**config.mk**
```make
export PLATFORM = sky130hd
export DESIGN_NAME = bmsp_port
export DESIGN_NICKNAME = d
export VERILOG_FILES = /design/src/design/bmsp_port.v /design/src/design/bmsp_sync.v /design/src/design/bmsp_fifo.v
export VERILOG_INCLUDE_DIRS = /design/src /design/src/design
export SDC_FILE = /design/constraint.sdc
export NUM_CORES = 1
export LEC_CHECK = 0
export BUFFER_PORTS_ARGS = -buffer_cell sky130_fd_sc_hd__buf_2
export CAP_MARGIN = 10
export CORE_MARGIN = 4
export CORE_UTILIZATION = 30
export DETAILED_ROUTE_END_ITERATION = 8
export GPL_ROUTABILITY_DRIVEN = 0
export PLACE_DENSITY = 0.51
export SLEW_MARGIN = 20
export SYNTH_ARGS = -nofsm -noshare
export SYNTH_HDL_FRONTEND = slang
export SYNTH_SLANG_ARGS = --single-unit
export TNS_END_PERCENT = 1
```
**constraint.sdc**
```tcl
create_clock -name clk_sys_i -period 3.6 [get_ports clk_sys_i]
set_input_delay 0.36 -clock clk_sys_i [delete_from_list [all_inputs] [get_ports clk_sys_i]]
set_output_delay 0.36 -clock clk_sys_i [all_outputs]
set_load 0.03 [all_outputs]
```
**src/design/bmsp_map.vh**
```
// constants shared by the battery-monitor host serial port design files
`ifndef BMSP_MAP_VH
`define BMSP_MAP_VH

// ==========================================================
// timing
`define BMSP_CLK_MHZ        16'h0032
`define BMSP_TIMEOUT_US     16'h0064
`define BMSP_MAX_SCLK_KBPS  2000

// ==========================================================
// byte framing
`define BMSP_LAST_BIT       4'h7
`define BMSP_BIT_ZERO       4'h0
`define BMSP_IDX_FIRST      2'h0
`define BMSP_IDX_SECOND     2'h1
`define BMSP_IDX_THIRD      2'h2
`define BMSP_RW_BIT         7
`define BMSP_PAGE_HI        6
`define BMSP_PAGE_LO        4

// ==========================================================
// page and location codes
`define BMSP_PAGE_VOL1      3'h1
`define BMSP_PAGE_VOL2      3'h2
`define BMSP_PAGE_CMD       3'h3
`define BMSP_PAGE_NVM       3'h4
`define BMSP_PAGE_TEST      3'h5
`define BMSP_LOC_MEASURE    6'h08
`define BMSP_WORD_ZERO      16'h0000
`define BMSP_BYTE_ZERO      8'h00
`define BMSP_DATA_PAD       2'h0

// ==========================================================
// pin synchroniser and response buffer
`define BMSP_PIN_RESET      3'h2
`define BMSP_FIFO_WIDTH     8
`define BMSP_FIFO_DEPTH     16
`define BMSP_FIFO_AW        4

`endif

```
**src/design/bmsp_port.v**
```verilog
// serial slave port of the battery monitor: byte engine, framing, handshake
//
// Summary of operation
// RL1: every transfer is whole bytes, most significant bit first.
// RL2: slave only; host serial clock at most 2 Mbps.
// RL3: host should run the port at least twice the chain link rate.
// RL4: data out is high impedance unless chip select is low.
// RL5: full duplex when stand-alone, half duplex with handshake when chained.
// RL6: stand-alone host sends 8-bit blocks, chip select high between blocks.
// RL7: first bit sets command length; host must form commands correctly.
// RL8: chip select high over 100 us resets counters and state machine.
// RL9: pending response goes out in first two bytes of the next command.
// RL10: chained, ready goes low with a full byte; input ignored meanwhile.
// RL11: host reads eight bits; chip select rise releases ready and output.
// RL12: chained host drains all pending bytes before new commands.
// RL13: ready never asserts while chip select is already low.
// RL14: reads, actions, scans two bytes; writes three; responses two bytes.
// RL15: write is rw bit, 3-bit page, 6-bit location, 14-bit data.
// RL16: read is rw bit, page, location, six fill bits; 16 bits returned.
// RL17: read word buffered, loaded to shifter on select fall, shifted out.
// RL18: pages 1-2 volatile, 3 command, 4 nonvolatile, 5 factory test.
// RL19: all but writes are reads; writes give no reply; unknown writes ignored.
// RL20: an unrecognized read returns all zeros.
// RL21: a cut-short command counts as unrecognized; timeout resets the port.
// RL22: no CRC; page 3 location 8 is measure, tail bits name the element.
// RL23: input sampled on rising serial clock, output changes on falling.
`include "bmsp_map.vh"

module bmsp_port #(
  parameter [15:0] TIMEOUT_CYCLES = `BMSP_TIMEOUT_US * `BMSP_CLK_MHZ
) (
  input  wire        clk_sys_i,
  input  wire        reset_n_i,
  input  wire        chain_mode_i,
  input  wire        sclk_i,
  input  wire        cs_n_i,
  input  wire        din_i,
  output wire        dout_o,
  output wire        dout_oe_o,
  output wire        data_ready_n_o,
  output reg         cmd_wr_o,
  output reg         cmd_rd_o,
  output reg         cmd_measure_o,
  output reg  [2:0]  cmd_page_o,
  output reg  [5:0]  cmd_loc_o,
  output reg  [13:0] cmd_data_o,
  output reg  [5:0]  cmd_tail_o,
  output reg         page_volatile_o,
  output reg         page_command_o,
  output reg         page_nvm_o,
  output reg         page_test_o,
  input  wire        rd_valid_i,
  input  wire        rd_hit_i,
  input  wire [13:0] rd_data_i,
  output reg  [7:0]  tx_byte_o,
  output reg         tx_valid_o,
  input  wire [7:0]  rsp_byte_i,
  input  wire        rsp_valid_i,
  output wire        rsp_ready_o
);

  // ==========================================================
  // state codes
  localparam [2:0] ST_IDLE    = 3'h1;
  localparam [2:0] ST_COLLECT = 3'h2;
  localparam [2:0] ST_XMIT    = 3'h4;

  // ==========================================================
  // pin synchronisation and edges
  // oversampling at 50 MHz leaves 25 cycles per bit at the 2 Mbps ceiling
  wire [2:0] pins_s;
  wire       s_sclk = pins_s[2];
  wire       s_cs_n = pins_s[1];
  wire       s_din  = pins_s[0];
  reg        sclk_q;
  reg        cs_q;

  bmsp_sync #(
    .WIDTH     (3),
    .RESET_VAL (`BMSP_PIN_RESET)
  ) u_sync (
    .clk_sys_i (clk_sys_i),
    .reset_n_i (reset_n_i),
    .async_i   ({sclk_i, cs_n_i, din_i}),
    .sync_o    (pins_s)
  ); // see RL2

  always @(posedge clk_sys_i or negedge reset_n_i) begin
    if (!reset_n_i) begin
      sclk_q <= 1'b0;
      cs_q   <= 1'b1;
    end else begin
      sclk_q <= s_sclk;
      cs_q   <= s_cs_n;
    end
  end

  wire sclk_rise = s_sclk & ~sclk_q & ~cs_q;
  wire sclk_fall = ~s_sclk & sclk_q & ~cs_q;
  wire cs_fall   = ~s_cs_n & cs_q;
  wire cs_rise   = s_cs_n & ~cs_q;

  // ==========================================================
  // registers
  reg [2:0]  state;
  reg [7:0]  shift_in;
  reg [7:0]  shift_out;
  reg [3:0]  bit_cnt;
  reg [1:0]  byte_idx;
  reg [7:0]  cmd_b0;
  reg [7:0]  cmd_b1;
  reg [15:0] out_buf;
  reg        resp_pending;
  reg        rd_wait;
  reg        drdy_low;
  reg        drdy_gap;
  reg [15:0] to_cnt;
  reg [7:0]  load_byte;

  // ==========================================================
  // response buffer
  wire       fifo_valid;
  wire [7:0] fifo_data;
  wire       fifo_pop = cs_fall & drdy_low & chain_mode_i;

  bmsp_fifo #(
    .WIDTH (`BMSP_FIFO_WIDTH),
    .DEPTH (`BMSP_FIFO_DEPTH),
    .AW    (`BMSP_FIFO_AW)
  ) u_fifo (
    .clk_sys_i   (clk_sys_i),
    .reset_n_i   (reset_n_i),
    .in_valid_i  (rsp_valid_i),
    .in_ready_o  (rsp_ready_o),
    .in_data_i   (rsp_byte_i),
    .out_valid_o (fifo_valid),
    .out_ready_i (fifo_pop),
    .out_data_o  (fifo_data)
  );

  // ==========================================================
  // chip select idle timeout
  wire timeout_now = s_cs_n & cs_q & (to_cnt == TIMEOUT_CYCLES - 16'h0001);

  always @(posedge clk_sys_i or negedge reset_n_i) begin
    if (!reset_n_i) begin
      to_cnt <= 16'h0000;
    end else if (~s_cs_n) begin
      to_cnt <= 16'h0000;
    end else if (to_cnt != TIMEOUT_CYCLES) begin
      to_cnt <= to_cnt + 16'h0001; // see RL8
    end
  end

  // ==========================================================
  // byte engine
  wire       byte_done = sclk_rise & (bit_cnt == `BMSP_LAST_BIT);
  wire [7:0] rx_byte   = {shift_in[6:0], s_din};
  wire       cut_short = cs_rise & (bit_cnt != `BMSP_BIT_ZERO);

  assign dout_o    = shift_out[7];
  assign dout_oe_o = ~cs_q; // see RL4

  always @* begin
    load_byte = `BMSP_BYTE_ZERO;
    if (chain_mode_i) begin
      if (drdy_low) begin
        load_byte = fifo_data; // see RL5
      end
    end else if (resp_pending) begin
      // third byte of a write carries zeros for the host to discard
      if (byte_idx == `BMSP_IDX_FIRST) begin
        load_byte = out_buf[15:8]; // see RL9
      end else if (byte_idx == `BMSP_IDX_SECOND) begin
        load_byte = out_buf[7:0]; // see RL9
      end
    end
  end

  always @(posedge clk_sys_i or negedge reset_n_i) begin
    if (!reset_n_i) begin
      shift_in  <= `BMSP_BYTE_ZERO;
      shift_out <= `BMSP_BYTE_ZERO;
      bit_cnt   <= `BMSP_BIT_ZERO;
    end else if (cs_fall) begin
      shift_out <= load_byte; // see RL17
      bit_cnt   <= `BMSP_BIT_ZERO;
    end else if (sclk_rise) begin
      shift_in <= rx_byte; // see RL23
      if (bit_cnt == `BMSP_LAST_BIT) begin
        bit_cnt <= `BMSP_BIT_ZERO; // see RL1
      end else begin
        bit_cnt <= bit_cnt + 4'h1;
      end
    end else if (sclk_fall) begin
      shift_out <= {shift_out[6:0], 1'b0}; // see RL1
    end else if (timeout_now) begin
      bit_cnt <= `BMSP_BIT_ZERO; // see RL8
    end
  end

  // ==========================================================
  // serial state machine
  always @(posedge clk_sys_i or negedge reset_n_i) begin
    if (!reset_n_i) begin
      state <= ST_IDLE;
    end else if (timeout_now) begin
      state <= ST_IDLE; // see RL8
    end else begin
      case (state)
        ST_IDLE: begin
          if (cs_fall) begin
            state <= (chain_mode_i & drdy_low) ? ST_XMIT : ST_COLLECT; // see RL10
          end
        end
        ST_COLLECT: begin
          if (cs_rise & (chain_mode_i | byte_idx == `BMSP_IDX_FIRST)) begin
            state <= ST_IDLE;
          end else if (cs_fall & chain_mode_i & drdy_low) begin
            state <= ST_XMIT;
          end
        end
        ST_XMIT: begin
          if (cs_rise) begin
            state <= ST_IDLE; // see RL11
          end
        end
        default: begin
          state <= ST_IDLE;
        end
      endcase
    end
  end

  // ==========================================================
  // half duplex handshake
  assign data_ready_n_o = ~drdy_low;

  always @(posedge clk_sys_i or negedge reset_n_i) begin
    if (!reset_n_i) begin
      drdy_low   <= 1'b0;
      drdy_gap   <= 1'b0;
      tx_byte_o  <= `BMSP_BYTE_ZERO;
      tx_valid_o <= 1'b0;
    end else begin
      tx_valid_o <= 1'b0;
      drdy_gap   <= 1'b0;
      if (~chain_mode_i) begin
        drdy_low <= 1'b0;
      end else if (cs_rise & (state == ST_XMIT)) begin
        drdy_low <= 1'b0; // see RL11
        drdy_gap <= 1'b1;
      end else if (~drdy_low & ~drdy_gap & fifo_valid & s_cs_n & cs_q) begin
        drdy_low <= 1'b1; // see RL13
      end
      // while a response byte waits, incoming bytes are not commands
      if (chain_mode_i & byte_done & (state == ST_COLLECT) & ~drdy_low) begin
        tx_byte_o  <= rx_byte; // see RL10
        tx_valid_o <= 1'b1;
      end
    end
  end

  // ==========================================================
  // stand-alone command framing and decode
  wire [2:0] rd_page  = cmd_b0[`BMSP_PAGE_HI:`BMSP_PAGE_LO];
  wire [5:0] rd_loc   = {cmd_b0[3:0], rx_byte[7:6]};
  wire [5:0] wr_loc   = {cmd_b0[3:0], cmd_b1[7:6]};
  wire       page_ok  = (rd_page >= `BMSP_PAGE_VOL1) & (rd_page <= `BMSP_PAGE_TEST);
  wire       is_write = cmd_b0[`BMSP_RW_BIT];
  wire       sa_done  = ~chain_mode_i & byte_done;
  wire       abort    = ~chain_mode_i & (cut_short | (timeout_now & byte_idx != `BMSP_IDX_FIRST));

  always @(posedge clk_sys_i or negedge reset_n_i) begin
    if (!reset_n_i) begin
      byte_idx        <= `BMSP_IDX_FIRST;
      cmd_b0          <= `BMSP_BYTE_ZERO;
      cmd_b1          <= `BMSP_BYTE_ZERO;
      out_buf         <= `BMSP_WORD_ZERO;
      resp_pending    <= 1'b0;
      rd_wait         <= 1'b0;
      cmd_wr_o        <= 1'b0;
      cmd_rd_o        <= 1'b0;
      cmd_measure_o   <= 1'b0;
      cmd_page_o      <= 3'h0;
      cmd_loc_o       <= 6'h00;
      cmd_data_o      <= 14'h0000;
      cmd_tail_o      <= 6'h00;
      page_volatile_o <= 1'b0;
      page_command_o  <= 1'b0;
      page_nvm_o      <= 1'b0;
      page_test_o     <= 1'b0;
    end else begin
      cmd_wr_o <= 1'b0;
      cmd_rd_o <= 1'b0;
      if (rd_wait & rd_valid_i) begin
        out_buf      <= rd_hit_i ? {`BMSP_DATA_PAD, rd_data_i} : `BMSP_WORD_ZERO; // see RL20
        resp_pending <= 1'b1; // see RL17
        rd_wait      <= 1'b0;
      end
      if (abort) begin
        byte_idx <= `BMSP_IDX_FIRST; // see RL21
        if ((byte_idx != `BMSP_IDX_FIRST) & ~is_write) begin
          out_buf      <= `BMSP_WORD_ZERO; // see RL21
          resp_pending <= 1'b1;
        end
      end else if (sa_done) begin
        case (byte_idx)
          `BMSP_IDX_FIRST: begin
            cmd_b0   <= rx_byte; // see RL7
            byte_idx <= `BMSP_IDX_SECOND;
          end
          `BMSP_IDX_SECOND: begin
            cmd_b1 <= rx_byte;
            if (resp_pending & ~(rd_wait & rd_valid_i)) begin
              resp_pending <= 1'b0; // see RL9
            end
            if (is_write) begin
              byte_idx <= `BMSP_IDX_THIRD; // see RL14
            end else begin
              // leading zero: read, scan or action, all answered as reads
              byte_idx        <= `BMSP_IDX_FIRST; // see RL14
              cmd_page_o      <= rd_page; // see RL16
              cmd_loc_o       <= rd_loc;
              cmd_tail_o      <= rx_byte[5:0];
              cmd_measure_o   <= (rd_page == `BMSP_PAGE_CMD) & (rd_loc == `BMSP_LOC_MEASURE); // see RL22
              page_volatile_o <= (rd_page == `BMSP_PAGE_VOL1) | (rd_page == `BMSP_PAGE_VOL2); // see RL18
              page_command_o  <= (rd_page == `BMSP_PAGE_CMD);
              page_nvm_o      <= (rd_page == `BMSP_PAGE_NVM);
              page_test_o     <= (rd_page == `BMSP_PAGE_TEST);
              if (page_ok) begin
                cmd_rd_o <= 1'b1; // see RL19
                rd_wait  <= 1'b1;
              end else begin
                out_buf      <= `BMSP_WORD_ZERO; // see RL20
                resp_pending <= 1'b1;
              end
            end
          end
          `BMSP_IDX_THIRD: begin
            byte_idx        <= `BMSP_IDX_FIRST;
            cmd_page_o      <= rd_page; // see RL15
            cmd_loc_o       <= wr_loc;
            cmd_data_o      <= {cmd_b1[5:0], rx_byte};
            cmd_tail_o      <= 6'h00;
            cmd_measure_o   <= 1'b0;
            page_volatile_o <= (rd_page == `BMSP_PAGE_VOL1) | (rd_page == `BMSP_PAGE_VOL2); // see RL18
            page_command_o  <= (rd_page == `BMSP_PAGE_CMD);
            page_nvm_o      <= (rd_page == `BMSP_PAGE_NVM);
            page_test_o     <= (rd_page == `BMSP_PAGE_TEST);
            // writes leave no reply; a write to an unknown page does nothing
            cmd_wr_o        <= page_ok; // see RL19
          end
          default: begin
            byte_idx <= `BMSP_IDX_FIRST;
          end
        endcase
      end
      if (chain_mode_i) begin
        byte_idx <= `BMSP_IDX_FIRST;
      end
    end
  end

endmodule // bmsp_port

```
**src/design/bmsp_sync.v**
```verilog
// three-stage pin synchroniser with agreement filter
`include "bmsp_map.vh"

module bmsp_sync #(
  parameter             WIDTH     = 3,
  parameter [WIDTH-1:0] RESET_VAL = `BMSP_PIN_RESET
) (
  input  wire             clk_sys_i,
  input  wire             reset_n_i,
  input  wire [WIDTH-1:0] async_i,
  output wire [WIDTH-1:0] sync_o
);

  // ==========================================================
  // per-bit stages
  genvar g;
  generate
    for (g = 0; g < WIDTH; g = g + 1) begin : g_bit
      reg meta;
      reg stage2;
      reg stage3;
      reg level;
      always @(posedge clk_sys_i or negedge reset_n_i) begin
        if (!reset_n_i) begin
          meta   <= RESET_VAL[g];
          stage2 <= RESET_VAL[g];
          stage3 <= RESET_VAL[g];
          level  <= RESET_VAL[g];
        end else begin
          meta   <= async_i[g];
          stage2 <= meta;
          stage3 <= stage2;
          // a change counts only once the two settled stages agree
          if (stage2 == stage3) begin
            level <= stage3;
          end
        end
      end
      assign sync_o[g] = level;
    end
  endgenerate

endmodule // bmsp_sync

```
**src/design/bmsp_fifo.v**
```verilog
// response byte buffer between the chain side and the serial port
`include "bmsp_map.vh"

module bmsp_fifo #(
  parameter WIDTH = `BMSP_FIFO_WIDTH,
  parameter DEPTH = `BMSP_FIFO_DEPTH,
  parameter AW    = `BMSP_FIFO_AW
) (
  input  wire             clk_sys_i,
  input  wire             reset_n_i,
  input  wire             in_valid_i,
  output wire             in_ready_o,
  input  wire [WIDTH-1:0] in_data_i,
  output wire             out_valid_o,
  input  wire             out_ready_i,
  output wire [WIDTH-1:0] out_data_o
);

  // ==========================================================
  // storage and pointers
  reg [WIDTH-1:0] mem [0:DEPTH-1];
  reg [AW-1:0]    wr_ptr;
  reg [AW-1:0]    rd_ptr;
  reg [AW:0]      count;

  wire push = in_valid_i & in_ready_o;
  wire pop  = out_valid_o & out_ready_i;

  assign in_ready_o  = (count != DEPTH[AW:0]);
  assign out_valid_o = (count != {(AW+1){1'b0}});
  assign out_data_o  = mem[rd_ptr];

  always @(posedge clk_sys_i) begin
    if (push) begin
      mem[wr_ptr] <= in_data_i;
    end
  end

  always @(posedge clk_sys_i or negedge reset_n_i) begin
    if (!reset_n_i) begin
      wr_ptr <= {AW{1'b0}};
      rd_ptr <= {AW{1'b0}};
      count  <= {(AW+1){1'b0}};
    end else begin
      if (push) begin
        wr_ptr <= wr_ptr + {{(AW-1){1'b0}}, 1'b1};
      end
      if (pop) begin
        rd_ptr <= rd_ptr + {{(AW-1){1'b0}}, 1'b1};
      end
      if (push & ~pop) begin
        count <= count + {{AW{1'b0}}, 1'b1};
      end else if (pop & ~push) begin
        count <= count - {{AW{1'b0}}, 1'b1};
      end
    end
  end

endmodule // bmsp_fifo

```
# Word-level counts from Yosys, hierarchy flattened
# Memory sizes are Yosys's and may differ from the RTL's.
# Cells that the tools add are included.
[op_classes]
bitwise = 52
n_addsub = 6
n_reduce_logical = 17
n_mux = 83
n_eq_ne = 26
n_lt_le_gt_ge = 2
[op_table]
columns = ["operator", "n"]
rows = [
  ["2-to-1 mux 16 bit", 9],
  ["2-to-1 mux 8 bit", 8],
  ["AND 1 bit", 36],
  ["2-to-1 mux 1 bit", 35],
  ["case mux 6 bit (2 select lines)", 2],
  ["2-to-1 mux 3 bit", 7],
  ["2-to-1 mux 4 bit", 5],
  ["adder 16 x 1 -> 16 bit (second input constant)", 1],
  ["== test 16 x 13 -> 1 bit (second input constant)", 1],
  ["inequality test 16 x 13 -> 1 bit (second input constant)", 1],
  ["2-to-1 mux 14 bit", 1],
  ["inverter 1 bit", 13],
  ["adder 4 x 1 -> 4 bit (second input constant)", 3],
  ["2-to-1 mux 6 bit", 2],
  ["AND reduction 3 bit", 4],
  ["2-to-1 mux 5 bit", 2],
  ["case mux 1 bit (2 select lines)", 5],
  ["== test 3 x 2 -> 1 bit (second input constant)", 3],
  ["== test 3 bit (second input constant)", 3],
  ["case mux 3 bit (3 select lines)", 1],
  ["2-to-1 mux 2 bit", 4],
  ["nonzero test 2 bit", 4],
  ["== test 3 x 1 -> 1 bit (second input constant)", 2],
  ["== test 6 x 4 -> 1 bit (second input constant)", 1],
  ["24 further kinds", 33],
]
[totals]
input_bits = 31
n_memories = 1
word_cells = 230
out_inout_bits = 49
mem_bits_rw = 128
reg_bits = 148
[mem_list]
columns = ["memory", "depth", "word_bits", "rd", "rd_ports_with_merged_regs", "write_ports", "line_no", "rtl"]
rows = [
  ["u_fifo.mem", 16, 8, 1, 0, 1, "bmsp_fifo.v:21", "reg [WIDTH-1:0] mem [0:DEPTH-1];"],
]

# Longest topological paths before layout
[depth]
word_depth = 9
ltp_mapped = 11

# Cells and area by module
# Synthesis repeated with hierarchy kept, for this count alone.
[hier_totals]
hier_cells = 849
hier_area_um2 = 11957.7
[modules_own_cells]
columns = ["module", "area_per_inst_um2", "cells_per_inst", "instances"]
rows = [
  ["bmsp_port", 5825.6, 513, 1],
  ["bmsp_fifo", 5770.5, 318, 1],
  ["bmsp_sync", 361.6, 18, 1],
]

# Worst setup path before layout
# No wires, ideal clock.
[synth_path]
path_type = "reg-to-reg"
startpoint = "register cs_q"
endpoint = "register u_fifo.count[4]"
required_time_ps = 3520
n_path_buf = 1
arrival_time_ps = 2657
slack_ps = 863
synth_period_minus_slack_ps = 2737
path_stages_with_launch = 12
path_cell_list = "dfstp_2 nand2b_1 clkbuf_1 a211oi_1 inv_1 ha_1 inv_1 ha_1 a21o_1 a21oi_1 mux2i_1 xnor2_1"
[synth_between]
elab_chain_len = 7
[synth_lines]
columns = ["element", "line_no", "rtl"]
rows = [
  ["from (decl)", "bmsp_port.v:76", "reg cs_q;"],
  ["from (signal assigned)", "bmsp_port.v:94", "cs_q <= s_cs_n;"],
  ["AND 1 bit (*)", "bmsp_port.v:100", "wire cs_fall = ~s_cs_n & cs_q;"],
  ["AND 1 bit (*) (2 in series)", "bmsp_port.v:124", "wire fifo_pop = cs_fall & drdy_low & chain_mode_i;"],
  ["AND 1 bit (*)", "bmsp_fifo.v:27", "wire pop = out_valid_o & out_ready_i;"],
  ["inverter 1 bit", "bmsp_fifo.v:51", "if (push & ~pop) begin"],
  ["AND 1 bit", "bmsp_fifo.v:51", ""],
  ["2-to-1 mux 5 bit / nonzero test 2 bit (equally long branches)", "-", ""],
  ["to (signal assigned)", "bmsp_fifo.v:43", "count <= {(AW+1){1'b0}};"],
  ["to (signal assigned)", "bmsp_fifo.v:52", "count <= count + {{AW{1'b0}}, 1'b1};"],
  ["to (signal assigned)", "bmsp_fifo.v:54", "count <= count - {{AW{1'b0}}, 1'b1};"],
  ["to (decl)", "bmsp_fifo.v:24", "reg [AW:0] count;"],
]
# Mark *: on every way between the ends. The rest lies on a longest branch, timed or not.
# A chain may end at the register's enable or synchronous reset.

# Worst setup path in the final report
[layout_path]
startpoint = "register u_fifo.count[0]"
endpoint = "register u_fifo.count[4]"
[layout_between]
elab_chain_len = 5
[layout_lines]
columns = ["element"]
rows = [
  ["parallel branches: the longest is 5 deep, another holds subtractor 5 x 1 -> 5 bit"],
]
# Parallel ways; which one is timed is not known. The select of a mux whose other input is x is not followed.

==> flow_metrics.py <==
metrics = {
    "critical_path": {
        "reg2regPathDepth": 11,
        "cp-endpoint": "u_fifo.count[4]",
        "critPathRequiredTime_ps": 4060,
        "crit_start": "u_fifo.count[0]",
        "path_cells": "nor4_1, a211oi_1, buf_4, inv_1, ha_1, inv_1, fa_1, a21o_1, a21oi_1, mux2i_1, xnor2_1",
        "r2r_start": "u_fifo.count[0]",
        "crit_slowest_cell": "nor4_1",
        "crit-reg2reg-capture": "u_fifo.count[4]",
        "worstSetupPathType": "reg -> reg",
        "cp-end-kind": "register",
        "regToRegSetupSlack_ps": 780,
        "critPathMaxStageDelay_ps": 540,
        "arrival_ps": 3290,
        "critical_path.most_common_cell": "inv_1",
        "worstPathMaxFanout": 5,
        "critPathLaunchType": "register",
    },
    "clocking": {
        "cts_tree": "built",
        "htreeDepth": 1,
        "clock-root-buffer": "clkbuf_16",
        "path_clk_slew_ps": 60,
        "clock-sinks": 276,
        "numCtsBuffers": 29,
        "ctsLongestPathBuffers": 3,
        "clk_latency_ps": 550,
        "ctsResizeCount": 0,
    },
    "global_route": {
        "grt_pass1_vias": 7037,
        "grt_max_degree": 87,
        "overflow": 0,
        "grt_first_pass_wirelength_mm": 41.4,
        "antenna_found_initial": 0,
        "grt.total_usage": 0.123,
    },
    "finish": {
        "layout_common_cells": "dfrtp_1 (141), edfxtp_1 (128), buf_2 (78)",
        "final_area_mm2": 0.0140,
        "drive_gt1_frac": 0.267,
        "layout_commonest_cell": "dfrtp_1",
        "fill_cells": 3700,
        "final_util": 0.360,
        "diodes": 0,
        "layout.cells.non_filler": 1463,
        "nNetsFinal": 972,
        "area_growth_pct": 18.0,
    },
    "logic_synthesis": {
        "synthFlopType": "dfrtp_1",
        "synth_warnings": 0,
        "syn_inst": 825,
        "ys_ff_latch": 276,
        "seq_area_frac_synth": 0.638,
        "syn_area_per_cell_um2": 14.4,
        "synth_async_sr_flop_share": 0.536,
        "syn-cell-area_mm2": 0.0118,
        "synthesis.nets": 874,
        "synth_edf_count": 128,
        "netlist-cell-type-count": 71,
    },
    "floorplan": {
        "fp.dieH_um": 207,
        "core_mm2": 0.0388,
        "ios": 80,
        "dieArea_mm2": 0.0427,
        "start_util": 0.305,
        "num_rows": 72,
        "die_w_um": 207,
    },
    "routing": {
        "wl_met3_um": 841,
        "highest_layer": "met4",
        "firstDrtPassIters": 5,
        "vias_per_cell": 4.73,
        "met1_length_mm": 12.3,
        "ant_nets": 0,
        "wl_per_cell_um": 18.1,
        "routed-wl-met2_mm": 12.7,
        "drcViolationCount": 0,
        "finalWirelength_mm": 26.5,
        "drt_iter0_drc": 340,
        "num_vias": 6919,
    },
    "sta": {
        "tns_ps": 0,
        "whs_ps": 135,
        "worst_slew_pin_slew_ps": 1060,
        "hold_violations": 0,
        "rsz0062_at_grt": "no",
        "fin_crit_ps": 2820,
        "setup-violations-final": 0,
        "fmax_mhz": 354,
        "finalWorstSetupSlack_ps": 776,
        "skew_ps": 13.0,
        "finalCritPeriodShare": 0.784,
        "slew_violations": 0,
        "slew_headroom": 0.292,
    },
    "pwr": {
        "power.density_mw_per_mm2": 624,
        "p_leak_nw": 5.76,
        "vdd_drop_max_mv": 0.435,
        "power_mw": 8.72,
    },
    "job": {
        "cap_violations": 0,
    },
    "placement": {
        "place_area_mm2": 0.0129,
        "pre_cts_ws_ps": 720,
        "port_buffers": 79,
        "place_inst": 1405,
        "hpwl_mm": 17.5,
    },
    "hold_path": {
        "hold_class": "in -> reg",
    },
    "run_status": {
        "status": "complete, no violations",
    },
}
## power breakdown
group | switching, mW | internal [mW] | total [mW]
Combinational | 0.792 | 0.694 | 1.49
Sequential | 0.350 | 3.63 | 3.98
Clock | 1.22 | 2.03 | 3.25
## worst max-delay path: cells and delay by family, from the launching register on
kind | cells | cell delay, ps
adders and majority gates | 2 | 570
xor gates and xnor gates | 1 | 130
buffers and inverters | 3 | 350
muxes | 1 | 230
AOI/OAI and AO/OA | 3 | 490
DFF | 1 | 430
and+or+nand+nor | 1 | 540
## timing repair
item | in CTS | in global routing
endpoints found under the hold margin | 88 | 0
hold buffers | 5 | 0
setup buffers | 0 | 0
## synthesized netlist by cell type (3+ instances only)
master,count,area (µm²)
dfrtp_1,142,3550
edfxtp_1,128,3840
nand2_1,52,195
nor2_1,44,165
mux2_2,36,405
mux2_4,29,435
mux2i_1,28,280
nor2b_1,28,175
mux4_2,25,563
inv_1,23,86.3
nor3_1,23,115
a21oi_1,18,90.1
a31oi_1,18,113
clkbuf_1,18,67.6
ha_1,17,213
o21ai_0,16,80.1
nand3_1,15,75.1
xnor2_1,13,114
a22oi_1,9,67.6
buf_1,9,33.8
nand2b_1,8,50.1
nand4_1,7,43.8
or3_1,7,43.8
buf_2,6,30.0
dfstp_2,6,158
xor2_1,6,52.6
nor3b_1,5,37.5
nor4_1,5,31.3
nor4b_1,5,43.8
and2_1,4,25.0
nand3b_1,4,30.0
o22a_1,4,35.0
a211o_1,3,26.3
a211oi_1,3,22.5
a221oi_1,3,26.3
a22o_1,3,26.3
and3_1,3,18.8
and3b_1,3,26.3
buf_6,3,33.8
maj3_1,3,30.0
o22ai_1,3,18.8
or4_1,3,22.5
## flip-flops by register name (all words and copies together), names as in the netlist, 4 cells and up
register       count
to_cnt            16
out_buf           16
u_fifo.count       5
tx_byte_o          8
u_fifo.mem       128
cmd_b1             8
u_fifo.wr_ptr      4
shift_out          8
bit_cnt            4
cmd_b0             8
cmd_loc_o          6
cmd_data_o        14
u_fifo.rd_ptr      4
cmd_tail_o         6
shift_in           7
## worst min path at each step
stage | start | endpoint | slack, ps | depth (start not counted)
3_3_place_gp | u_sync.g_bit[0].meta | u_sync.g_bit[0].stage2 | 330 | 0
3_5_place_dp | u_sync.g_bit[0].meta | u_sync.g_bit[0].stage2 | 340 | 0
4_1_cts | rd_data_i[13] | out_buf[13] | 110 | 3
2_1_floorplan | reset_n_i | bit_cnt[0] | 60 | 0
6_report | rd_data_i[13] | out_buf[13] | 130 | 3
5_1_grt | rd_data_i[13] | out_buf[13] | 150 | 3
## kinds of logic after synthesis
family	share of synthesized area
DFF	0.638
AOI/OAI and AO/OA	0.0606
adders and majority gates	0.0222
buffers and inverters	0.0219
muxes	0.142
xor gates and xnor gates	0.0140
and+or+nand+nor	0.102
## routing by layer
layer / track usage / vias to the layer above
li1: - / 3267
met1: 0.169 / 3517
met2: 0.206 / 100
met3: 0.0197 / 35
met4: 0.0288 / 0
met5: 0 / -
## area by class of cell
type	count	area, µm²	share of cell area
sequential	276	7560	0.540
multi-input combinational	489	4040	0.289
clock buffer	41	831	0.0594
tap	518	648	0.0463
timing repair buffer	104	614	0.0439
clock inverter	12	214	0.0153
inverter	23	86.3	0.00617
Power figures use the tool's default switching activity.
